$ cat config.mk
export PLATFORM = sky130hd
export DESIGN_NAME = exr_read_path
export DESIGN_NICKNAME = d
export VERILOG_FILES = /design/src/include/exr_pkg.sv /design/src/hdl/exr_read_path.sv
export SDC_FILE = /design/constraint.sdc
export NUM_CORES = 1
export LEC_CHECK = 0
export BUFFER_PORTS_ARGS = -buffer_cell sky130_fd_sc_hd__buf_2
export CAP_MARGIN = 20
export CORE_MARGIN = 8
export CORE_UTILIZATION = 40
export DETAILED_ROUTE_END_ITERATION = 16
export HOLD_SLACK_MARGIN = 0.03
export PLACE_DENSITY = 0.69
export RECOVER_POWER = 100
export SETUP_SLACK_MARGIN = 0.02
export SLEW_MARGIN = 20
export SYNTH_ARGS = -nofsm -noshare
export SYNTH_HDL_FRONTEND = slang
export SYNTH_SLANG_ARGS = --single-unit
$ cat constraint.sdc
create_clock -name MCLK -period 2.5 [get_ports MCLK]
set_input_delay 0.375 -clock MCLK [delete_from_list [all_inputs] [get_ports MCLK]]
set_output_delay 0.375 -clock MCLK [all_outputs]
set_load 0.02 [all_outputs]
$ cat src/include/exr_pkg.sv
// Constants and types for the expander register read path.
package exr_pkg;

	// Fixed upper four bits of the seven-bit device address.
	localparam logic [3:0] EXR_ADDR_HI    = 4'h4;
	localparam logic [3:0] EXR_BYTE_BITS  = 4'h8;
	localparam logic [3:0] EXR_LAST_BIT   = 4'h7;
	localparam logic [2:0] EXR_PTR_RESET  = 3'h0;
	localparam int         EXR_PTR_LSB    = 0;
	localparam int         EXR_PTR_MSB    = 2;
	localparam int         EXR_RW_BIT     = 0;

	// Register pairs, selected by pointer bits 2:1.
	localparam logic [1:0] EXR_PAIR_INPUT = 2'h0;
	localparam logic [1:0] EXR_PAIR_OUT   = 2'h1;
	localparam logic [1:0] EXR_PAIR_POL   = 2'h2;
	localparam logic [1:0] EXR_PAIR_CFG   = 2'h3;

	typedef enum logic [7:0]
	{
		EXR_IDLE     = 8'h01,
		EXR_ADDR     = 8'h02,
		EXR_ACK_ADDR = 8'h04,
		EXR_PTR      = 8'h08,
		EXR_ACK_PTR  = 8'h10,
		EXR_TX       = 8'h20,
		EXR_ACK_RX   = 8'h40,
		EXR_WAIT     = 8'h80
	} exr_state_t;

	typedef struct packed
	{
		exr_state_t  state;
		logic        scl_prev;
		logic        sda_prev;
		logic [3:0]  bit_cnt;
		logic [7:0]  shreg;
		logic [2:0]  ptr;
		logic        rw;
		logic        acked;
		logic        sda_out;
		logic        sda_oe_n;
		logic [1:0]  int_clr;
	} exr_regs_t;

endpackage

$ cat src/hdl/exr_read_path.sv
// Read path of the two-wire serial slave of a 16-bit port expander.
//
// Contract
// RQ1: The master opens a read by addressing the device with the direction bit cleared.
// RQ2: The byte after a write address is latched as the register pointer.
// RQ3: The master then sends a repeated start and the address again with the direction bit set.
// RQ4: On a read the device shifts out the register chosen by the pointer, most significant bit first.
// RQ5: After each returned byte the pointer toggles to the partner register of the same pair.
// RQ6: The byte to be returned is captured at the falling clock edge that ends the acknowledge pulse.
// RQ7: Bytes keep coming for as long as the master acknowledges, without limit.
// RQ8: The master ends the read by not acknowledging its last byte.
// RQ9: A stop condition at any bit returns the device to idle.
// RQ10: Eight registers form four pairs: input, output, polarity inversion and configuration, output at 2 and 3.
// RQ11: Reading an input register clears its interrupt at the rising clock edge of the acknowledge bit.
// RQ12: Interrupt clearing is per port, so reading one port never clears the other.
// RQ13: After a not-acknowledge the device releases the data line and waits for a start or stop.
`timescale 1ns/1ns

module exr_read_path
(
	// Clock and reset.
	input  wire logic                   MCLK,
	input  wire logic                   RESET_N,
	// Serial bus, data line as open drain.
	input  wire logic                   SCL,
	input  wire logic                   SDA_IN,
	output logic                        SDA_OUT,
	output logic                        SDA_OE_N,
	// Address straps.
	input  wire logic [2:0]             ADDR_SEL,
	// Register contents, port 1 in bits 15:8.
	input  wire logic [15:0]            INPUT_REG,
	input  wire logic [15:0]            OUTPUT_REG,
	input  wire logic [15:0]            POLARITY_REG,
	input  wire logic [15:0]            CONFIG_REG,
	// Pointer and interrupt clear.
	output logic [exr_pkg::EXR_PTR_MSB:0] POINTER,
	output logic [1:0]                  INT_CLR
);
	import exr_pkg::*;

	exr_regs_t r_reg;
	exr_regs_t r_next;
	logic      scl_rise;
	logic      scl_fall;
	logic      start_cond;
	logic      stop_cond;
	logic [15:0] pair_word;
	logic [7:0]  sel_byte;

	assign scl_rise   = SCL && !r_reg.scl_prev;
	assign scl_fall   = !SCL && r_reg.scl_prev;
	assign start_cond = SCL && r_reg.scl_prev && r_reg.sda_prev && !SDA_IN;
	assign stop_cond  = SCL && r_reg.scl_prev && !r_reg.sda_prev && SDA_IN;

	always_comb
	begin
		case (r_reg.ptr[EXR_PTR_MSB:1]) // RQ10
			EXR_PAIR_INPUT: pair_word = INPUT_REG;
			EXR_PAIR_OUT:   pair_word = OUTPUT_REG;
			EXR_PAIR_POL:   pair_word = POLARITY_REG;
			EXR_PAIR_CFG:   pair_word = CONFIG_REG;
			default:        pair_word = 16'h0000;
		endcase
		sel_byte = r_reg.ptr[EXR_PTR_LSB] ? pair_word[15:8] : pair_word[7:0];
	end

	always_comb
	begin
		r_next          = r_reg;
		r_next.scl_prev = SCL;
		r_next.sda_prev = SDA_IN;
		r_next.int_clr  = 2'h0;
		r_next.sda_out  = 1'b0;
		if (stop_cond)
		begin
			r_next.state    = EXR_IDLE; // RQ9
			r_next.sda_oe_n = 1'b1;
		end
		else if (start_cond)
		begin
			r_next.state    = EXR_ADDR;
			r_next.bit_cnt  = 4'h0;
			r_next.sda_oe_n = 1'b1;
		end
		else
		begin
			case (r_reg.state)
				EXR_ADDR, EXR_PTR:
				begin
					if (scl_rise)
					begin
						r_next.shreg   = {r_reg.shreg[6:0], SDA_IN};
						r_next.bit_cnt = r_reg.bit_cnt + 4'h1;
					end
					else if (scl_fall && r_reg.bit_cnt == EXR_BYTE_BITS)
					begin
						if (r_reg.state == EXR_PTR)
						begin
							r_next.ptr      = r_reg.shreg[EXR_PTR_MSB:0]; // RQ2
							r_next.state    = EXR_ACK_PTR;
							r_next.sda_oe_n = 1'b0;
						end
						else if (r_reg.shreg[7:1] == {EXR_ADDR_HI, ADDR_SEL})
						begin
							r_next.rw       = r_reg.shreg[EXR_RW_BIT];
							r_next.state    = EXR_ACK_ADDR;
							r_next.sda_oe_n = 1'b0;
						end
						else
						begin
							r_next.state = EXR_WAIT;
						end
					end
				end
				EXR_ACK_ADDR:
				begin
					if (scl_fall)
					begin
						r_next.bit_cnt = 4'h0;
						if (r_reg.rw)
						begin
							r_next.shreg    = sel_byte; // RQ6
							r_next.sda_oe_n = sel_byte[7]; // RQ4
							r_next.state    = EXR_TX;
						end
						else
						begin
							r_next.sda_oe_n = 1'b1;
							r_next.state    = EXR_PTR;
						end
					end
				end
				EXR_ACK_PTR:
				begin
					if (scl_fall)
					begin
						r_next.sda_oe_n = 1'b1;
						r_next.state    = EXR_WAIT;
					end
				end
				EXR_TX:
				begin
					if (scl_fall)
					begin
						if (r_reg.bit_cnt == EXR_LAST_BIT)
						begin
							r_next.sda_oe_n       = 1'b1;
							r_next.ptr[EXR_PTR_LSB] = !r_reg.ptr[EXR_PTR_LSB]; // RQ5
							r_next.state          = EXR_ACK_RX;
						end
						else
						begin
							r_next.shreg    = {r_reg.shreg[6:0], 1'b0};
							r_next.sda_oe_n = r_reg.shreg[6]; // RQ4
							r_next.bit_cnt  = r_reg.bit_cnt + 4'h1;
						end
					end
				end
				EXR_ACK_RX:
				begin
					if (scl_rise)
					begin
						r_next.acked = !SDA_IN;
						if (r_reg.ptr[EXR_PTR_MSB:1] == EXR_PAIR_INPUT)
						begin
							r_next.int_clr = r_reg.ptr[EXR_PTR_LSB] ? 2'h1 : 2'h2; // RQ11 RQ12
						end
					end
					else if (scl_fall)
					begin
						r_next.bit_cnt = 4'h0;
						if (r_reg.acked)
						begin
							r_next.shreg    = sel_byte; // RQ6 RQ7
							r_next.sda_oe_n = sel_byte[7];
							r_next.state    = EXR_TX;
						end
						else
						begin
							r_next.state = EXR_WAIT; // RQ13
						end
					end
				end
				EXR_IDLE, EXR_WAIT:
				begin
					r_next.sda_oe_n = 1'b1; // RQ13
				end
				default:
				begin
					r_next.state    = EXR_IDLE;
					r_next.sda_oe_n = 1'b1;
				end
			endcase
		end
	end

	always_ff @(posedge MCLK or negedge RESET_N)
	begin
		if (!RESET_N)
		begin
			r_reg <= '{state: EXR_IDLE, scl_prev: 1'b1, sda_prev: 1'b1, bit_cnt: 4'h0, shreg: 8'h00,
			           ptr: EXR_PTR_RESET, rw: 1'b0, acked: 1'b0, sda_out: 1'b0, sda_oe_n: 1'b1,
			           int_clr: 2'h0};
		end
		else
		begin
			r_reg <= r_next;
		end
	end

	assign SDA_OUT  = r_reg.sda_out;
	assign SDA_OE_N = r_reg.sda_oe_n;
	assign POINTER  = r_reg.ptr;
	assign INT_CLR  = r_reg.int_clr;
endmodule

# Yosys cells after proc, flatten, opt, wreduce, memory -nomap -nowiden

Index checks and enable logic that the tools add are counted.

$add $sub $neg: 1
Equal/unequal tests: 43
Multiplexer cells: 56
Bitwise logic cells: 4
Reductions and logical operators: 27

Operators by type and width:

| cell                                                            | count |
|---|---|
| 8-bit two-way mux                                               | 16 |
| 12-bit two-way mux                                              | 6 |
| 16-bit case mux with 4 select lines                             | 1 |
| 12-bit case mux with 4 select lines                             | 1 |
| 8-bit case mux with 6 select lines                              | 1 |
| 4-bit inequality test, second input constant                    | 9 |
| 2-bit inequality test, second input constant                    | 12 |
| 3-bit inequality test, second input constant                    | 7 |
| 1-bit two-way mux                                               | 19 |
| 9-bit AND reduction                                             | 2 |
| 2-bit two-way mux                                               | 8 |
| 8-bit AND reduction                                             | 2 |
| 11-bit AND reduction                                            | 1 |
| 8-bit by 1-bit == test with 1-bit output, second input constant | 1 |
| 8-bit by 2-bit == test with 1-bit output, second input constant | 1 |
| 8-bit by 3-bit == test with 1-bit output, second input constant | 1 |
| 8-bit by 4-bit == test with 1-bit output, second input constant | 1 |
| 8-bit by 5-bit == test with 1-bit output, second input constant | 1 |
| 8-bit by 6-bit == test with 1-bit output, second input constant | 1 |
| 8-bit by 7-bit == test with 1-bit output, second input constant | 1 |
| 8-bit == test, second input constant                            | 1 |
| 1-bit logical AND                                               | 8 |
| 7-bit by 6-bit == test with 1-bit output                        | 1 |
| 7-bit AND reduction                                             | 1 |
| other kinds (19)                                                | 28 |

Bits in registers: 30
Input port bits: 71
Output and inout port bits: 7
Word-level logic and storage cells: 142

# Longest topological paths before layout

Depth after elaboration: 9
Mapped depth: 9

# Least setup slack after synthesis

OpenSTA, ideal clock, no wires.

Path type: register to register
From: register r_reg[27] (netlist bit)
To: register r_reg (netlist bit POINTER[0])
Setup time: 0.124 ns
Arrival: 2.515 ns
Required time: 2.376 ns
Setup slack: -0.139 ns
Stages on the path, launching flop included: 9
Buffers on the path: 2
Cell sequence: dfrtp_1 -> buf_6 -> or4_4 -> buf_6 -> or4b_4 -> or4_4 -> a21oi_2 -> a21boi_1 -> a211o_1

Word-level cells in the longest chain between the ends: 4

RTL lines:

| element                                                                                                     | RTL line                                 | RTL |
|---|---|---|
| from (decl)                                                                                                 | exr_read_path.sv:42                      | `exr_regs_t r_reg;` |
| from (signal assigned)                                                                                      | exr_read_path.sv:202                     | `r_reg <= '{state: EXR_IDLE, scl_prev: 1'b1, sda_prev: 1'b1, bit_cnt: 4'h0, shreg: 8'h00,` |
| from (signal assigned)                                                                                      | exr_read_path.sv:208                     | `r_reg <= r_next;` |
| 8-bit by 4-bit == test with 1-bit output / 8-bit by 2-bit == test with 1-bit output (equally long branches) | exr_read_path.sv:88, exr_read_path.sv:98 |  |
| 2-bit OR reduction                                                                                          | exr_read_path.sv:88                      | `case (r_reg.state)` |
| 2-bit inequality test (no line) / 2-bit nonzero test (equally long branches)                                | --                                       |  |
| 8-bit AND reduction (no line)                                                                               | --                                       |  |

Several ways; a longest one is shown, not always the timed one.
A chain may end at the register's enable or synchronous reset.

# Worst setup path after layout

From: register r_reg[28] (netlist bit)
To: register r_reg (netlist bit POINTER[0])

Same word-level chain as after synthesis.

==> load_flow_metrics.sql <==
INSERT INTO impl_metrics (metric_group, metric, value, unit) VALUES
('power', 'clock_power_share', '0.281', ''),
('die', 'ioPinCount', '78', ''),
('die', 'initial_core_util', '0.4183', ''),
('finish', 'finalInstanceArea', '0.003054', 'mm2'),
('timing', 'post-route-min-period', '2.470', 'ns'),
('clock_tree', 'worst_setup_hold_path_clk_slew', '0.06', 'ns'),
('detailed_routing', 'post-route-drc-count', '0', ''),
('detailed_routing', 'drt_wl_total', '7.273', 'mm'),
('timing', 'grt_setup_unrepaired', 'yes', ''),
('power', 'power.total', '1.325', 'mW'),
('timing', 'fmax', '404.8', 'MHz'),
('clock_tree', 'cts-root-to-sink-buffers', '2', ''),
('clock_tree', 'post_cts_hold_buffer_count', '0', ''),
('finish', 'antennaDiodeCount', '0', ''),
('timing', 'timing_worst_slew_pin_value', '1.634', 'ns'),
('place', 'dp_hpwl', '5.811', 'mm'),
('timing', 'timing.max_slew.rel_slack', '-0.08933', ''),
('critical_path', 'arrival', '2.64', 'ns'),
('place', 'post-place-cells', '406', ''),
('clock_tree', 'cts_num_sinks', '30', ''),
('power', 'power_per_cell_area', '433.8', 'mW/mm2'),
('status', 'violations', 'capacitance limit, slew limit', ''),
('die', 'fp.dieW', '94.92', 'um'),
('grt', 'grt_first_pass_wirelength', '11.96', 'mm'),
('die', 'fp.dieH', '94.92', 'um'),
('yosys', 'synthesis.nets', '335', ''),
('detailed_routing', 'ant_nets', '0', ''),
('power', 'vdd_drop_max', '0.2038', 'mV'),
('timing', 'setup_violations', '0', ''),
('critical_path', 'path_max_fanout', '3', ''),
('critical_path', 'critical-path-top-delay-family', 'simple AND/OR/NAND/NOR gates', ''),
('yosys', 'yosys-top-cells-area', 'dfrtp_1 (26%), mux4_2 (13%), mux2_2 (8.1%)', ''),
('detailed_routing', 'vias_per_cell', '5.773', ''),
('grt', 'grt_antenna_before_repair', '0', ''),
('yosys', 'ys_ff_latch', '30', ''),
('power', 'switchingPower', '409.6', 'uW'),
('clock_tree', 'clk_latency', '0.28', 'ns'),
('yosys', 'synth.distinct_cells', '56', ''),
('job', 'count_of_maximum_capacitance_violations', '1', ''),
('critical_path', 'setup.worst_path.start_class', 'flip-flop', ''),
('detailed_routing', 'first_pass_iters', '5', ''),
('critical_path', 'worstSetupPathType', 'reg -> reg', ''),
('die', 'floorplan.core_area', '0.005956', 'mm2'),
('critical_path', 'setup.reg_to_reg.worst_slack', '0.03', 'ns'),
('finish', 'multi_input_comb_area', '0.001578', 'mm2'),
('yosys', 'synth.top_cells.by_count', 'dfrtp_1 (26), nand2_1 (23), mux2_2 (18)', ''),
('detailed_routing', 'drt_iter0_drcs', '143', ''),
('finish', 'area_growth', '22.60', '%'),
('place', 'numPortBuffers', '76', ''),
('timing', 'final.period_utilization', '0.9882', ''),
('yosys', 'netlist.top_cell.by_area', 'dfrtp_1', ''),
('power', 'internal_power', '915.4', 'uW'),
('grt', 'number_of_global_route_vias_before_repair', '2510', ''),
('finish', 'final_net_count', '412', ''),
('grt', 'grt_max_degree', '31', ''),
('clock_tree', 'cts_tree', 'yes', ''),
('critical_path', 'critPathMostFrequentCell', 'or4_4', ''),
('finish', 'largest_reg_flops', '24', ''),
('detailed_routing', 'route.vias.total', '2396', ''),
('finish', 'fill_cells', '569', ''),
('finish', 'finalNonFillerCells', '415', ''),
('timing', 'slew_violations', '31', ''),
('die', 'num_rows', '28', ''),
('grt', 'global_route.overflow_total', '0', ''),
('status', 'result_of_the_run', 'complete, but fails checks', ''),
('grt', 'groute.usage.overall', '0.1684', ''),
('timing', 'worst_clock_skew', '0.004249', 'ns'),
('power', 'power.share.switching', '0.3091', ''),
('die', 'dieArea', '0.009009', 'mm2'),
('yosys', 'ys_async_sr_fraction', '1.000', ''),
('yosys', 'syn_area_per_cell', '9.508', 'um2');
stage by stage:
stage | util | hold WS [ns] | setup slack, ns
2_1_floorplan | - | 0.07941 | -0.1233
3_3_place_gp | 0.5019 | 0.4312 | 0.05117
3_5_place_dp | 0.5019 | 0.4417 | 0.03572
4_1_cts | 0.5153 | 0.1338 | 0.02238
5_1_grt | 0.5128 | 0.2839 | -0.02257
6_report | 0.5128 | 0.2881 | 0.02962
final cells by class:
type                       count  area share
timing repair buffer          94      0.1655
tap                           75     0.03073
inverter                      11     0.01352
clock buffer                   8     0.02622
multi-input combinational    197      0.5166
sequential                    30      0.2474
power by group through the flow:
stage                     clock network [mW]  logic [mW]  registers, mW
after floorplan                            0       0.255          0.562
after global placement                     0       0.370          0.574
after detailed placement                   0       0.375          0.576
after CTS                              0.387       0.376          0.567
after global routing                   0.415       0.414          0.575
final                                  0.372       0.385          0.568
worst paths after layout:
kind / startpoint / to / cells past startpoint
min in group asynchronous: RESET_N / r_reg[4] / 1
max reg2reg: r_reg[28] / POINTER[0] / 6
max in group asynchronous: RESET_N / r_reg[19] / 1
min: SDA_IN / r_reg[21] / 1
min reg2reg: r_reg[23] / r_reg[23] / 2
max: r_reg[28] / POINTER[0] / 6
cells in the final DEF, fill, tap and decap left out, drive strengths merged, types with 3 or more instances in the layout:
cell type / n
a211o: 3
a211oi: 3
a21oi: 10
a22o: 3
a31oi: 3
and3: 3
buf: 83
clkbuf: 19
dfrtp: 26
dfstp: 4
inv: 11
mux2: 18
mux2i: 9
mux4: 14
nand2: 23
nand2b: 4
nand3: 8
nand4b: 3
nor2: 13
nor2b: 5
nor3: 10
nor4: 3
o21a: 3
o21ai: 16
or2: 3
xnor2: 5
xor2: 3
logic make-up after synthesis:
logic type / share of synthesized area
AO/OA/AOI/OAI: 0.1507
XOR/XNOR: 0.02813
adder cells (fa/ha/maj): 0.01004
buffers and inverters: 0.06830
flip-flops: 0.3034
multiplexers: 0.2441
other: 0.001505
AND/OR/NAND/NOR: 0.1939
routing by layer:
layer	GRT usage	up-vias	routed length (um)
met5	0	-	0
met4	0.06502	0	194
met3	0.03968	23	430
met2	0.2856	111	3741
met1	0.2014	1141	2907
li1	-	1121	-
what timing repair did:
item,CTS,global route
gates resized for setup,0,5
setup buffers,0,1
endpoints found under the setup margin,0,14
hold endpoints to repair,0,0
worst reg2reg max path, cell delays in order, from the launching register on:
cell and delay [ns]:
dfrtp_1 0.37, or4_4 0.53, or4b_4 0.54, or4_4 0.45, a21oi_2 0.16, a21boi_1 0.08, a211o_1 0.22
Power figures use the tool's default switching activity.
